<file path="src/art_timer_map.svh">
// Register offsets, field positions and reset values of the auto-reload timer
`ifndef ART_TIMER_MAP_SVH
`define ART_TIMER_MAP_SVH

// Byte addresses on the register bus
`define ART_CSR_ADDR 8'h00
`define ART_COUNTER_ADDR 8'h04
`define ART_RELOAD_ADDR 8'h08
`define ART_OUTCTRL_ADDR 8'h0C
`define ART_DUTY0_ADDR 8'h10
`define ART_DUTY3_ADDR 8'h1C
`define ART_CAPCTRL_ADDR 8'h20
`define ART_CAP1_ADDR 8'h24
`define ART_CAP2_ADDR 8'h28

// Control/status field positions
`define ART_CSR_EXTSEL 7
`define ART_CSR_PRESC_HI 6
`define ART_CSR_PRESC_LO 4
`define ART_CSR_RUN 3
`define ART_CSR_FORCE 2
`define ART_CSR_OIE 1
`define ART_CSR_OVF 0

// Output control field positions
`define ART_OUT_ENABLE_LO 4
`define ART_OUT_POLARITY_LO 0

// Reset value and counter overflow top value
`define ART_RESET_BYTE 8'h00
`define ART_COUNTER_TOP 8'hFF

`endif

</file>
<file path="src/art_timer_pkg.sv">
// State types of the auto-reload timer and its helpers
package art_timer_pkg;

  // Main timer and register state
  typedef struct packed {
    logic [7:0] counter;
    logic [7:0] reload;
    logic [3:0][7:0] duty;
    logic [3:0][7:0] shadow;
    logic [7:0] outCtrl;
    logic extClockSelect;
    logic [2:0] prescaleSelect;
    logic counterRunEnable;
    logic overflowIrqEnable;
    logic overflowFlag;
    logic [1:0] captureEdgeSelect;
    logic [1:0] captureIrqEnable;
    logic [3:0] activePhase;
    logic [3:0] pinLevel;
    logic [31:0] readData;
  } art_state_t;

  // Prescaler state
  typedef struct packed {
    logic [6:0] count;
    logic eventPrev;
  } presc_state_t;

  // Capture channel state
  typedef struct packed {
    logic flag;
    logic [7:0] value;
    logic pinPrev;
  } capture_state_t;

endpackage

</file>
<file path="src/art_timer.sv">
// PWM auto-reload timer with APB register access
`include "art_timer_map.svh"

// Summary of operation
// - Prescaler divides input by two to the power of the three-bit select.
// - External clock select picks CPU clock or external event input.
// - Run enable clear freezes counter and prescaler; set lets counter advance.
// - Reset clears counter and prescaler and selects the CPU clock.
// - Force reload with run, or counter write, loads counter and clears prescaler.
// - Prescaler is never visible to software.
// - Four compare shadows load from duty registers only at overflow.
// - Output enable bit drives the channel pin as push-pull PWM.
// - All channels share a frequency of tick rate over 256 minus reload.
// - Overflow sets pin to inverse of polarity bit; compare match restores polarity level.
// - Full resolution needs reload zero; 0% and 100% come from polarity.
// - PWM generation stops during halt mode.
// - Overflow sets flag and requests interrupt when enabled; software clears.
// - Externally clocked, flag sets after 256 minus reload events.
// - Halt with external clock freezes registers but counter keeps counting.
// - Selected capture edge latches counter and sets capture flag.
// - Edge select chooses polarity; interrupt enable gates each capture request.
// - Capture register not updated again until software reads it.
// - Capture interrupt holds while flag and enable are both set.
// - In halt an enabled capture edge wakes the microcontroller.
// - Counter increments per tick and reloads at overflow, prescaler untouched.
// - Reading control/status clears the overflow flag.
// - Force reload bit is write-only and reads as zero.
// - A polarity write inverts the channel output at once.
module art_timer import art_timer_pkg::*; (
  input wire logic clock,
  input wire logic nrst,
  input wire logic psel,
  input wire logic penable,
  input wire logic pwrite,
  input wire logic [7:0] paddr,
  input wire logic [31:0] pwdata,
  output logic [31:0] prdata,
  output logic pready,
  output logic pslverr,
  input wire logic haltMode,
  input wire logic externalEventClock,
  input wire logic [1:0] captureInputPin,
  output logic [3:0] pulseOutputPin,
  output logic [3:0] pulseOutputEnN,
  output logic overflowIrq,
  output logic [1:0] captureIrq,
  output logic wakeRequest
);

  ////////////////////////////////////////////////////////////////////////////
  // Declarations

  art_state_t st;
  art_state_t next_st;
  logic tick;
  logic prescClear;
  logic prescEnable;
  logic busWrite;
  logic busRead;
  logic busSetup;
  logic overflowNow;
  logic [7:0] counterPlus;
  logic [1:0] captureFlag;
  logic [1:0] captureRead;
  logic [7:0] captureValue1;
  logic [7:0] captureValue2;

  // Address match helper
  function automatic logic hit(input logic [7:0] addr, input logic [7:0] offset);
    return addr == offset;
  endfunction

  // Register decode, unmapped addresses answer with an error
  function automatic logic mapped(input logic [7:0] addr);
    return (addr[1:0] == 2'b00) && (addr <= `ART_CAP2_ADDR);
  endfunction

  ////////////////////////////////////////////////////////////////////////////
  // Bus phase decode

  // Zero-wait slave, registers frozen while halted
  assign busSetup = psel & ~penable;
  assign busWrite = psel & penable & pwrite & ~haltMode;
  assign busRead = psel & penable & ~pwrite;
  assign pready = 1'b1;
  assign pslverr = psel & penable & ~mapped(paddr);
  assign prdata = st.readData;

  // Capture register reads clear the matching flag
  assign captureRead[0] = busRead & hit(paddr, `ART_CAP1_ADDR);
  assign captureRead[1] = busRead & hit(paddr, `ART_CAP2_ADDR);

  ////////////////////////////////////////////////////////////////////////////
  // Prescaler and capture channels

  // Counting continues in halt only on the external clock
  assign prescEnable = st.counterRunEnable & (~haltMode | st.extClockSelect);
  // Both software counter load paths restart the prescaler
  assign prescClear = busWrite & (hit(paddr, `ART_COUNTER_ADDR) |
                      (hit(paddr, `ART_CSR_ADDR) & pwdata[`ART_CSR_FORCE] & pwdata[`ART_CSR_RUN]));

  art_prescaler prescaler (
    .clock(clock),
    .nrst(nrst),
    .enable(prescEnable),
    .clear(prescClear),
    .extSelect(st.extClockSelect),
    .eventIn(externalEventClock),
    .divSelect(st.prescaleSelect),
    .tick(tick)
  );

  art_capture capture1 (
    .clock(clock),
    .nrst(nrst),
    .capturePin(captureInputPin[0]),
    .risingEdge(st.captureEdgeSelect[0]),
    .irqEnable(st.captureIrqEnable[0]),
    .counterValue(st.counter),
    .readAck(captureRead[0]),
    .captureFlag(captureFlag[0]),
    .captureValue(captureValue1),
    .captureIrq(captureIrq[0])
  );

  art_capture capture2 (
    .clock(clock),
    .nrst(nrst),
    .capturePin(captureInputPin[1]),
    .risingEdge(st.captureEdgeSelect[1]),
    .irqEnable(st.captureIrqEnable[1]),
    .counterValue(st.counter),
    .readAck(captureRead[1]),
    .captureFlag(captureFlag[1]),
    .captureValue(captureValue2),
    .captureIrq(captureIrq[1])
  );

  ////////////////////////////////////////////////////////////////////////////
  // Next-state logic

  assign overflowNow = tick && (st.counter == `ART_COUNTER_TOP);
  assign counterPlus = st.counter + 8'h01;

  always_comb begin
    next_st = st;

    // Read data captured in the setup cycle, held through access
    if (busSetup) begin
      next_st.readData = 32'h0000_0000;
      case (paddr)
        `ART_CSR_ADDR: begin
          next_st.readData[7:0] = {st.extClockSelect, st.prescaleSelect, st.counterRunEnable,
                                   1'b0, st.overflowIrqEnable, st.overflowFlag};
        end
        `ART_COUNTER_ADDR: begin
          next_st.readData[7:0] = st.counter;
        end
        `ART_RELOAD_ADDR: begin
          next_st.readData[7:0] = st.reload;
        end
        `ART_OUTCTRL_ADDR: begin
          next_st.readData[7:0] = st.outCtrl;
        end
        `ART_CAPCTRL_ADDR: begin
          next_st.readData[7:0] = {2'b00, st.captureEdgeSelect, st.captureIrqEnable, captureFlag};
        end
        `ART_CAP1_ADDR: begin
          next_st.readData[7:0] = captureValue1;
        end
        `ART_CAP2_ADDR: begin
          next_st.readData[7:0] = captureValue2;
        end
        default: begin
          if (mapped(paddr) && paddr >= `ART_DUTY0_ADDR && paddr <= `ART_DUTY3_ADDR) begin
            next_st.readData[7:0] = st.duty[paddr[3:2]];
          end
        end
      endcase
    end

    // Reading control/status clears the overflow flag
    if (busRead && hit(paddr, `ART_CSR_ADDR)) begin
      next_st.overflowFlag = 1'b0;
    end

    // Counting, overflow reload and compare match
    if (tick) begin
      if (overflowNow) begin
        next_st.counter = st.reload;
        next_st.overflowFlag = 1'b1;
        if (!haltMode) begin
          next_st.shadow = st.duty;
          next_st.activePhase = 4'hF;
        end
      end else begin
        next_st.counter = counterPlus;
        if (!haltMode) begin
          for (int i = 0; i < 4; i++) begin
            if (counterPlus == st.shadow[i]) begin
              next_st.activePhase[i] = 1'b0;
            end
          end
        end
      end
    end

    // Software writes
    if (busWrite) begin
      case (paddr)
        `ART_CSR_ADDR: begin
          next_st.extClockSelect = pwdata[`ART_CSR_EXTSEL];
          next_st.prescaleSelect = pwdata[`ART_CSR_PRESC_HI:`ART_CSR_PRESC_LO];
          next_st.counterRunEnable = pwdata[`ART_CSR_RUN];
          next_st.overflowIrqEnable = pwdata[`ART_CSR_OIE];
          if (pwdata[`ART_CSR_FORCE] && pwdata[`ART_CSR_RUN]) begin
            next_st.counter = st.reload;
          end
        end
        `ART_COUNTER_ADDR: begin
          next_st.counter = pwdata[7:0];
        end
        `ART_RELOAD_ADDR: begin
          next_st.reload = pwdata[7:0];
        end
        `ART_OUTCTRL_ADDR: begin
          next_st.outCtrl = pwdata[7:0];
        end
        `ART_CAPCTRL_ADDR: begin
          next_st.captureEdgeSelect = pwdata[5:4];
          next_st.captureIrqEnable = pwdata[3:2];
        end
        default: begin
          if (mapped(paddr) && paddr >= `ART_DUTY0_ADDR && paddr <= `ART_DUTY3_ADDR) begin
            next_st.duty[paddr[3:2]] = pwdata[7:0];
          end
        end
      endcase
    end

    // Polarity applies on top of the phase, so a polarity write flips at once
    next_st.pinLevel = next_st.activePhase ^ next_st.outCtrl[3:0];
  end

  ////////////////////////////////////////////////////////////////////////////
  // State register

  always_ff @(posedge clock or negedge nrst) begin
    if (!nrst) begin
      st <= '0;
    end else begin
      st <= next_st;
    end
  end

  ////////////////////////////////////////////////////////////////////////////
  // Pins and interrupt requests

  // Enabled channels drive their pin, output enable is active low
  assign pulseOutputPin = st.pinLevel;
  assign pulseOutputEnN = ~st.outCtrl[7:4];
  assign overflowIrq = st.overflowFlag & st.overflowIrqEnable;
  // Any pending request may end halt
  assign wakeRequest = overflowIrq | (|captureIrq);
endmodule

</file>
<file path="src/art_prescaler.sv">
// Seven-stage power-of-two prescaler with clock source selection
module art_prescaler import art_timer_pkg::*; (
  input wire logic clock,
  input wire logic nrst,
  input wire logic enable,
  input wire logic clear,
  input wire logic extSelect,
  input wire logic eventIn,
  input wire logic [2:0] divSelect,
  output logic tick
);

  presc_state_t st;
  presc_state_t next_st;
  logic inPulse;
  logic [6:0] mask;

  // Low bits that must all be set for a tap to fire
  function automatic logic [6:0] tapMask(input logic [2:0] sel);
    logic [7:0] full;
    full = (8'h01 << sel) - 8'h01;
    return full[6:0];
  endfunction

  // Input pulse select, count and tap decode
  always_comb begin
    next_st = st;
    tick = 1'b0;
    mask = tapMask(divSelect);
    inPulse = extSelect ? (eventIn & ~st.eventPrev) : 1'b1;
    next_st.eventPrev = eventIn;
    if (clear) begin
      next_st.count = 7'h00;
    end else if (enable && inPulse) begin
      tick = (st.count & mask) == mask;
      next_st.count = st.count + 7'h01;
    end
  end

  // State register
  always_ff @(posedge clock or negedge nrst) begin
    if (!nrst) begin
      st <= '0;
    end else begin
      st <= next_st;
    end
  end
endmodule

</file>
<file path="src/art_capture.sv">
// One input capture channel with read-to-clear flag
module art_capture import art_timer_pkg::*; (
  input wire logic clock,
  input wire logic nrst,
  input wire logic capturePin,
  input wire logic risingEdge,
  input wire logic irqEnable,
  input wire logic [7:0] counterValue,
  input wire logic readAck,
  output logic captureFlag,
  output logic [7:0] captureValue,
  output logic captureIrq
);

  capture_state_t st;
  capture_state_t next_st;
  logic edgeSeen;

  // Edge detect, latch and flag handling
  always_comb begin
    next_st = st;
    edgeSeen = risingEdge ? (capturePin & ~st.pinPrev) : (~capturePin & st.pinPrev);
    next_st.pinPrev = capturePin;
    if (readAck) begin
      next_st.flag = 1'b0;
    end
    // A new edge during the clearing read still lands
    if (edgeSeen && (!st.flag || readAck)) begin
      next_st.value = counterValue;
      next_st.flag = 1'b1;
    end
  end

  // State register
  always_ff @(posedge clock or negedge nrst) begin
    if (!nrst) begin
      st <= '0;
    end else begin
      st <= next_st;
    end
  end

  // Outputs
  assign captureFlag = st.flag;
  assign captureValue = st.value;
  assign captureIrq = st.flag & irqEnable;
endmodule

</file>
<file path="config.mk">
export PLATFORM = sky130hd
export DESIGN_NAME = art_timer
export DESIGN_NICKNAME = d
export VERILOG_FILES = /design/src/art_timer_pkg.sv /design/src/art_timer.sv /design/src/art_prescaler.sv /design/src/art_capture.sv
export VERILOG_INCLUDE_DIRS = /design/src /design/src/src
export SDC_FILE = /design/constraint.sdc
export NUM_CORES = 1
export LEC_CHECK = 0
export ABC_AREA = 0
export ABC_CLOCK_PERIOD_IN_PS = 5900
export BUFFER_PORTS_ARGS = -buffer_cell sky130_fd_sc_hd__buf_4
export CORE_MARGIN = 4
export CORE_UTILIZATION = 64
export DETAILED_ROUTE_END_ITERATION = 8
export PLACE_DENSITY_LB_ADDON = 0.08
export SYNTH_ARGS = -nofsm -noshare
export SYNTH_HDL_FRONTEND = slang
export SYNTH_SLANG_ARGS = --single-unit
</file>
<file path="constraint.sdc">
create_clock -name clock -period 5.9 [get_ports clock]
set_clock_uncertainty 0.15 [all_clocks]
set_input_delay 0.885 -clock clock [delete_from_list [all_inputs] [get_ports clock]]
set_output_delay 0.885 -clock clock [all_outputs]
set_load 0.1 [all_outputs]
</file>
==> results of run 1 <==
-- cells by family (layout without fill, tap and decap cells) --
kind of cell    Yosys count  count (layout)  share of synthesized area
mux                     128             128                      0.201
xor+xnor                 46              46                     0.0509
simple gates            195             195                      0.135
compound gates          110             110                     0.0958
flops                   143             143                      0.444
fa+ha+maj                 3               3                    0.00466
buf+inv                  88              91                     0.0666
other cells               2              25                   0.000932
-- layer usage --
layer,global-route usage,vias to the layer above
li1,-,2537
met1,0.389,2852
met2,0.453,246
met3,0.0767,55
met4,0.156,0
met5,0,-
-- synth_stat cells (4+ instances only) --
library cell / number / area share
dfrtp_1: 143 / 0.44
mux2_2: 80 / 0.11
nand2_1: 60 / 0.028
buf_4: 43 / 0.040
o21ai_0: 34 / 0.021
nor2_1: 31 / 0.014
xnor2_1: 25 / 0.027
mux2_4: 20 / 0.037
xor2_1: 20 / 0.022
a21oi_1: 16 / 0.0099
mux2i_1: 15 / 0.019
clkbuf_1: 14 / 0.0065
nand3_1: 14 / 0.0087
buf_2: 11 / 0.0068
mux4_2: 11 / 0.031
nor2b_1: 11 / 0.0085
nor3_1: 10 / 0.0062
inv_1: 9 / 0.0042
a22oi_1: 7 / 0.0065
and3_1: 7 / 0.0054
a211oi_1: 6 / 0.0056
and2_1: 6 / 0.0047
nand4_1: 6 / 0.0047
buf_1: 5 / 0.0023
nor3b_1: 5 / 0.0047
or4_1: 5 / 0.0047
buf_6: 4 / 0.0056
nand2b_1: 4 / 0.0031
nor2_4: 4 / 0.0056
nor4_1: 4 / 0.0031
o21ai_2: 4 / 0.0043
or3_1: 4 / 0.0031
-- report_power, final --
group | internal (uW) | switching [uW]
Combinational | 45.9 | 163
Clock | 634 | 425
Sequential | 989 | 15.9
Total | 1670 | 603
-- critical path: stages, from the launching register on --
cell and delay [ps]:
dfrtp_1 750, ha_1 450, nand3_1 420, o21ai_0 370, o31ai_1 160, or4_1 600, nor4_1 320, a2bb2oi_1 190
xor2_1 210
-- area by class of cell --
| cell class | count | area [um^2] | share of cell area |
|---|---|---|---|
| Multi-Input combinational cell | 507 | 4030 | 0.457 |
| Sequential cell | 143 | 3580 | 0.406 |
| Clock inverter | 12 | 135 | 0.0153 |
| Timing Repair Buffer | 49 | 372 | 0.0422 |
| Clock buffer | 20 | 447 | 0.0507 |
| Inverter | 10 | 37.5 | 0.00426 |
| Tap cell | 168 | 210 | 0.0239 |
-- worst max path at each step --
stage,slack [ps],endpoint,startpoint
2_1_floorplan,1540,pslverr,paddr[5]
3_3_place_gp,2310,st[136]$_DFF_PN0_,paddr[6]
3_5_place_dp,2260,pulseOutputPin[0]$_DFF_PN0_,st[131]$_DFF_PN0_
4_1_cts,2240,pulseOutputPin[0]$_DFF_PN0_,st[131]$_DFF_PN0_
5_1_grt,1880,pulseOutputPin[0]$_DFF_PN0_,st[131]$_DFF_PN0_
6_report,2140,pulseOutputPin[0]$_DFF_PN0_,st[131]$_DFF_PN0_
-- metrics by stage --
step / cell area (um^2) / std cells / hold slack, ps
floorplan: 8140 / 738 / 300
global placement: 8220 / 877 / 312
detailed placement: 8220 / 877 / 322
CTS: 8810 / 909 / 335
global route: 8810 / 909 / 358
finish: 8810 / 909 / 332
==> run_results.csv, run 1 <==
group,metric,value,unit
cells_and_area,fillers,875,
cells_and_area,drive_gt1_frac,0.294,
timing,worst_pin_slew,1200,ps
routing,drt_pass1_iterations,5,
critical_path,worstSetupEndpointType,"flip-flop",
min_path,hold_start,"prdata[4]$_DFFE_PN0P_",
timing,min_period,3760,ps
cts,clockBufferDepth,2,
grt,track_usage,0.296,
floorplanning,die_w,120,um
routing,wl,20.3,mm
min_path,min_to,"prdata[4]$_DFFE_PN0P_",
cells_and_area,syn_to_final_growth,9.32,%
cts,cts.sinks,143,
logic_synthesis,avgSynthCellArea,11.3,um^2
placement,hpwl,14.2,mm
cts,htreeDepth,4,
floorplanning,rows,40,
min_path,hold_depth,2,
critical_path,cp_max_fo,13,
cells_and_area,final_common_cell,"dfrtp_1",
routing,ant_nets,0,
cts,cts_tree,"done",
critical_path,worstPathRequired,6060,ps
placement,place_ws,2260,ps
routing,drt-met1-wl,8.37,mm
logic_synthesis,synth_cell_type_count,77,
floorplanning,dieArea,0.0144,mm^2
timing,max_freq,266,MHz
critical_path,cp-start-kind,"flip-flop",
logic_synthesis,async_flop_share,1.00,
routing,top_layer,"met4",
critical_path,worstSetupPathType,"reg2reg",
logic_synthesis,yosys_warnings,0,
floorplanning,core,0.0122,mm^2
cts,cts_setup_buffers,0,
logic_synthesis,synth_edf_count,0,
cts,clkTransAtPathRegs,60,ps
grt,grt_pass1_vias,5696,
cts,cts_made_buffers,17,
critical_path,cp.arrival,3920,ps
floorplanning,pin_count,95,
timing,slew_headroom,0.197,
grt,grt_start_max_net_pins,93,
placement,place_congestion,0.960,
routing,route.met3.wl,1.48,mm
cells_and_area,antenna_cells,0,
timing,fin_ws,2140,ps
routing,vias,5690,
timing,rsz0062_at_grt,"false",
routing,drc,0,
cts,clk_latency,430,ps
logic_synthesis,netlist_area,0.00806,mm^2
timing,setup_violations,0,
timing,hold_violations,0,
logic_synthesis,synthCells,715,
run_status,status,"finished, final reports clean",
routing,routed_via_density,6.26,
critical_path,rr_startpoint,"st[131]$_DFF_PN0_",
cells_and_area,final_util,0.724,
placement,io_buffers,45,
routing,wl_per_cell,22.3,um
routing,dr_wl_met2,9.57,mm
timing,drv_slew,0,
min_path,hold_class,"reg2reg",
routing,drt_iter0_markers,514,
critical_path,worstReg2RegEnd,"pulseOutputPin[0]$_DFF_PN0_",
timing,tns,0,ps
logic_synthesis,seq_area_frac_synth,0.444,
pwr,p_total,2270,uW
pwr,cellLeakagePower,0.00420,uW
cells_and_area,final_nets,780,
logic_synthesis,synth_ff_type,"dfrtp_1",
critical_path,r2r_slack,2140,ps
cts,cts_resized,0,
pwr,ir_drop,0.000293,V
critical_path,r2r_cells,8,
logic_synthesis,ys_ff_latch,143,
cells_and_area,final_cell_mix,"dfrtp_1 (143), mux2_2 (80), nand2_1 (60), buf_4 (48), o21ai_0 (34)",
cts,hold_buffers,0,
floorplanning,die_y,120,um
grt,grt_pass1_wl,32.0,mm
grt,grt_overflow,0,
grt,antenna_found_initial,0,
cts,root_buffer,"clkbuf_16",
pwr,power_density,258,mW/mm^2
run,maxCapViolCount,0,
timing,fin_crit_sh,0.637,
floorplanning,start_util,0.662,
Power figures use the tool's default switching activity.
==> run 2, diff against run 1 <==
--- a/config.mk
+++ b/config.mk
@@ -7,10 +7,10 @@
 export NUM_CORES = 1
 export LEC_CHECK = 0
 export ABC_AREA = 0
-export ABC_CLOCK_PERIOD_IN_PS = 5900
+export ABC_CLOCK_PERIOD_IN_PS = 3100
 export BUFFER_PORTS_ARGS = -buffer_cell sky130_fd_sc_hd__buf_4
 export CORE_MARGIN = 4
-export CORE_UTILIZATION = 64
+export CORE_UTILIZATION = 53
 export DETAILED_ROUTE_END_ITERATION = 8
 export PLACE_DENSITY_LB_ADDON = 0.08
 export SYNTH_ARGS = -nofsm -noshare
==> constraint.sdc (replaced) <==
create_clock -name clock -period 3.1 [get_ports clock]
set_clock_uncertainty 0.15 [all_clocks]
set_input_delay 0.465 -clock clock [delete_from_list [all_inputs] [get_ports clock]]
set_output_delay 0.465 -clock clock [all_outputs]
set_load 0.1 [all_outputs]
==> run 2 against run 1 <==
  * Critical path type unchanged
  * Utilization fell by 10 points
  * Non-clock buffer count rose by 36
  * Setup slack lost 2000 ps
  * Final cell count is 5.6% higher
  * Sequential power up 89%
  * Highest routed layer unchanged
  * First-iteration DRC count is 12% lower
  * Sequential cell count stayed put
  * Largest cell class unchanged
==> run_results.csv, run 2 (synthesis gave the netlist of run 1 again) <==
group,metric,value,unit
run_status,status,"finished, final reports clean",
floorplanning,die_y,131,um
cts,cts_made_buffers,17,
timing,drv_slew,0,
critical_path,cp.arrival,3140,ps
grt,antenna_found_initial,0,
grt,grt_pass1_vias,5833,
cells_and_area,fillers,1182,
timing,slew_headroom,0.506,
critical_path,worstReg2RegEnd,"st[66]$_DFFE_PN0P_",
timing,rsz0062_at_grt,"false",
critical_path,startpoint,"st[49]$_DFFE_PN0P_",
routing,vias,5829,
grt,grt_overflow,0,
routing,wl,21.5,mm
min_path,hold_class,"in2reg",
timing,min_period,2990,ps
cts,clk_latency,420,ps
pwr,power_density,469,mW/mm^2
critical_path,rr_startpoint,"st[49]$_DFFE_PN0P_",
routing,drt_iter0_markers,453,
timing,fin_crit_sh,0.964,
grt,track_usage,0.252,
cts,clkTransAtPathRegs,60,ps
timing,max_freq,335,MHz
grt,grt_pass1_wl,33.7,mm
min_path,min_to,"capture2.st[0]$_DFF_PN0_",
critical_path,cp_max_fo,23,
cts,root_buffer,"clkbuf_16",
min_path,hold_start,"captureInputPin[1]",
timing,hold_violations,0,
cts,htreeDepth,4,
routing,wl_per_cell,22.4,um
cells_and_area,final_common_cell,"dfrtp_1",
cts,clockBufferDepth,2,
critical_path,cp-start-kind,"flip-flop",
floorplanning,rows,44,
cts,cts.sinks,143,
floorplanning,start_util,0.548,
critical_path,worstSetupEndpointType,"flip-flop",
cells_and_area,antenna_cells,0,
cts,cts_tree,"done",
pwr,pwr-share-comb,0.104,
pwr,ir_drop,0.000404,V
timing,worst_pin_slew,735,ps
cells_and_area,syn_to_final_growth,13.3,%
cells_and_area,drive_gt1_frac,0.327,
cells_and_area,multiInputGateArea,0.00405,mm^2
pwr,internal-power,3120,uW
placement,place_congestion,0.913,
placement,hpwl,15.4,mm
critical_path,worstPathRequired,3250,ps
cells_and_area,seqCellArea,0.00358,mm^2
cts,cts_setup_buffers,0,
pwr,power.switching,1160,uW
run,maxCapViolCount,0,
cells_and_area,final_nets,816,
pwr,seq_power_share,0.442,
routing,drt_pass1_iterations,5,
pwr,p_clk_frac,0.454,
pwr,p_sw_frac,0.272,
critical_path,r2r_slack,110,ps
floorplanning,dieArea,0.0172,mm^2
critical_path,worstSetupPathType,"reg2reg",
routing,ant_nets,0,
timing,tns,0,ps
grt,grt_start_max_net_pins,69,
routing,drc,0,
timing,setup_violations,0,
placement,io_buffers,45,
routing,routed_via_density,6.07,
floorplanning,core,0.0147,mm^2
min_path,hold_depth,1,
floorplanning,pin_count,95,
timing,timing.hold.ws,15.3,ps
critical_path,r2r_cells,8,
cells_and_area,final_cell_mix,"dfrtp_1 (143), mux2_2 (80), buf_4 (79), nand2_1 (60), o21ai_0 (34)",
pwr,cellLeakagePower,0.00439,uW
floorplanning,die_w,131,um
run 2: cell types whose count changed in the layout (fill, tap and decap cells not counted), moves of 2 or more:
cell | previous run | this run
a2bb2oi_2 | 0 | 2
a2bb2oi_1 | 2 | 0
buf_12 | 0 | 2
buf_4 | 48 | 79
dlygate4sd3_1 | 0 | 3
run 2: layout make-up:
cell class | count | share of cell area
multi-input combinational | 507 | 0.444
clock buffer | 20 | 0.0490
sequential | 143 | 0.392
inverter | 10 | 0.00411
clock inverter | 11 | 0.0119
tap | 184 | 0.0252
timing repair buffer | 85 | 0.0739
run 2: routing by layer:
| layer | vias to the layer above | track usage | routed length (um) |
|---|---|---|---|
| met2 | 218 | 0.407 | 10300 |
| met1 | 2972 | 0.339 | 9300 |
| met4 | 0 | 0.0817 | 580 |
| li1 | 2604 | - | - |
| met3 | 35 | 0.0585 | 1350 |
| met5 | - | 0 | 0 |
run 2: worst max-delay path by stage:
stage	slack, ps	end	cells past startpoint
4_1_cts	90	pulseOutputPin[0]$_DFF_PN0_	10
2_1_floorplan	160	pslverr	5
6_report	110	st[66]$_DFFE_PN0P_	8
3_3_place_gp	90	pulseOutputPin[2]$_DFF_PN0_	8
5_1_grt	20	pulseOutputPin[2]$_DFF_PN0_	11
3_5_place_dp	130	pulseOutputPin[0]$_DFF_PN0_	8
run 2: stage by stage:
step | setup slack, ps | total power (uW) | utilization | instances | cell area [um^2]
floorplan | 165 | 2240 | - | 738 | 8150
global placement | 88.6 | 2360 | 0.580 | 926 | 8520
detailed placement | 133 | 2370 | 0.580 | 926 | 8520
CTS | 86.7 | 4300 | 0.619 | 959 | 9100
global route | 17.4 | 4430 | 0.621 | 960 | 9130
finish | 111 | 4280 | 0.621 | 960 | 9130
run 2: power groups by stage:
stage / Combinational [uW] / Sequential (uW) / Clock (uW)
finish: 445 / 1890 / 1940
global placement: 433 / 1930 / 0
detailed placement: 439 / 1930 / 0
floorplan: 314 / 1930 / 0
global route: 470 / 1900 / 2060
CTS: 442 / 1890 / 1970
run 2: critical path, stage by stage (launching register included):
cell and delay, ps:
dfrtp_1 430, or3_1 390, ha_1 240, xnor2_1 210
o32ai_2 180, nor2_2 160, or4b_1 550, buf_12 220
mux2_4 310
run 2: what timing repair did:
action,4_1_cts,5_1_grt
endpoints found under the hold margin,66,1
endpoints found under the setup margin,0,2
gates resized for setup,0,3
hold buffers,2,1
==> run 3, diff against run 2 <==
--- a/config.mk
+++ b/config.mk
@@ -13,6 +13,7 @@
 export CORE_UTILIZATION = 53
 export DETAILED_ROUTE_END_ITERATION = 8
 export PLACE_DENSITY_LB_ADDON = 0.08
+export REMOVE_ABC_BUFFERS = 1
 export SYNTH_ARGS = -nofsm -noshare
 export SYNTH_HDL_FRONTEND = slang
 export SYNTH_SLANG_ARGS = --single-unit
==> run 3 against run 2 <==
  * Design area increased by 0.62%
  * Critical endpoint is now pulseOutputPin[2]$_DFF_PN0_
  * First-iteration DRC count increased by 3.5%
  * Count of clock-buffer cells in the layout decreased by 1
  * Routed wire length increased by 2.6%
  * Die area unchanged
  * Clock power increased by 9.8%
  * Critical path type unchanged
==> run_results.csv, run 3 (synthesis gave the netlist of run 1 again) <==
group,metric,value,unit
critical_path,r2r_slack,150,ps
cells_and_area,final_nets,816,
critical_path,r2r_cells,13,
placement,placed_cell_area,0.00852,mm^2
timing,worst_pin_slew,658,ps
cells_and_area,multiInputGateArea,0.00405,mm^2
critical_path,worstSetupPathType,"reg2reg",
placement,io_buffers,45,
run,maxCapViolCount,0,
cts,cts_tree,"done",
critical_path,cp.arrival,3120,ps
cells_and_area,final_common_cell,"dfrtp_1",
critical_path,cp-start-kind,"flip-flop",
cts,cts_made_buffers,17,
cells_and_area,antenna_cells,0,
routing,drt_pass1_iterations,5,
critical_path,worstSetupEndpointType,"flip-flop",
grt,grt_overflow,0,
cells_and_area,final_area,0.00918,mm^2
floorplanning,start_util,0.548,
grt,track_usage,0.261,
placement,place_congestion,0.929,
min_path,min_to,"capture2.st[0]$_DFF_PN0_",
cts,cts.sinks,143,
routing,wl,22.1,mm
timing,timing.hold.ws,16.4,ps
critical_path,worstReg2RegEnd,"pulseOutputPin[2]$_DFF_PN0_",
grt,antenna_found_initial,0,
cells_and_area,syn_to_final_growth,14.0,%
pwr,power_density,486,mW/mm^2
cts,root_buffer,"clkbuf_16",
cells_and_area,seqCellArea,0.00358,mm^2
critical_path,worstPathRequired,3260,ps
timing,drv_slew,0,
grt,grt_pass1_wl,34.6,mm
timing,fin_crit_sh,0.953,
floorplanning,core,0.0147,mm^2
critical_path,cp_max_fo,12,
routing,drc,0,
grt,grt_pass1_vias,5969,
floorplanning,rows,44,
routing,vias,5871,
cells_and_area,drive_gt1_frac,0.326,
timing,setup_violations,0,
cells_and_area,final_cell_mix,"dfrtp_1 (143), mux2_2 (80), buf_4 (79), nand2_1 (60), o21ai_0 (34)",
timing,min_period,2950,ps
min_path,hold_start,"captureInputPin[1]",
timing,rsz0062_at_grt,"false",
floorplanning,die_y,131,um
pwr,cellLeakagePower,0.00442,uW
floorplanning,pin_count,95,
cells_and_area,fillers,1194,
cts,clk_latency,430,ps
routing,ant_nets,0,
floorplanning,dieArea,0.0172,mm^2
cts,clkTransAtPathRegs,60,ps
floorplanning,die_w,131,um
timing,max_freq,339,MHz
cts,htreeDepth,4,
placement,hpwl,15.8,mm
critical_path,rr_startpoint,"st[49]$_DFFE_PN0P_",
cts,clockBufferDepth,2,
min_path,hold_class,"in2reg",
timing,hold_violations,0,
routing,drt_iter0_markers,469,
min_path,hold_depth,1,
routing,wl_per_cell,23.0,um
run_status,status,"finished, final reports clean",
pwr,ir_drop,0.000397,V
grt,grt_start_max_net_pins,66,
routing,routed_via_density,6.12,
timing,slew_headroom,0.550,
-- run 3: final cells by class --
cell class / instances / share of cell area
inverters: 10 / 0.00409
multi-input cells: 507 / 0.441
repair buffers: 85 / 0.0735
well taps: 184 / 0.0251
clock inverters: 11 / 0.0170
flip-flops and latches: 143 / 0.390
clock buffers: 19 / 0.0493
-- run 3: worst max-delay path by stage --
stage                            start                           to  slack, ps  cells past startpoint
global placement    st[49]$_DFFE_PN0P_  pulseOutputPin[2]$_DFF_PN0_        230                     13
CTS                 st[47]$_DFFE_PN0P_  pulseOutputPin[0]$_DFF_PN0_        120                     10
finish              st[49]$_DFFE_PN0P_  pulseOutputPin[2]$_DFF_PN0_        150                     13
floorplan                     paddr[6]           st[83]$_DFFE_PN0P_       -340                      6
detailed placement  st[47]$_DFFE_PN0P_  pulseOutputPin[0]$_DFF_PN0_        120                     10
global route        st[49]$_DFFE_PN0P_  pulseOutputPin[2]$_DFF_PN0_          8                     13
-- run 3: critical path, stage by stage, from the launching register on --
cell and delay, ps:
dfrtp_1 410, buf_4 160, nor2_1 40, nand2_1 70
ha_1 230, inv_1 50, a221o_1 310, o32ai_4 410
nor2_2 80, buf_4 190, nor4b_2 160, buf_4 200
o21a_1 210, xor2_1 160
-- run 3: what timing repair did --
action / in CTS / in global routing
setup endpoints to repair: 0 / 3
gates resized for setup: 0 / 3
hold buffers: 3 / 0
buffers inserted: 0 / 0
endpoints found under the hold margin: 65 / 0
-- run 3: report_power, final --
group	switching [uW]	total, uW	internal, uW
sequential	17.8	1900	1880
combinational	331	438	107
clock	816	2130	1310
-- run 3: per-layer routing --
| layer | wire length, um | global-route usage |
|---|---|---|
| met1 | 9240 | 0.342 |
| met2 | 10800 | 0.426 |
| met3 | 1450 | 0.0615 |
| met4 | 610 | 0.0963 |
| met5 | 0 | 0 |
-- run 3: metrics by stage --
step / setup TNS, ps / worst slack [ps] / total power (uW) / cells / utilization
global route: 0 / 7.79 / 4600 / 959 / 0.625
finish: 0 / 146 / 4460 / 959 / 0.625
global placement: 0 / 228 / 2360 / 926 / 0.579
detailed placement: 0 / 122 / 2360 / 926 / 0.579
CTS: 0 / 117 / 4480 / 959 / 0.623
floorplan: -7170 / -342 / 2190 / 660 / -
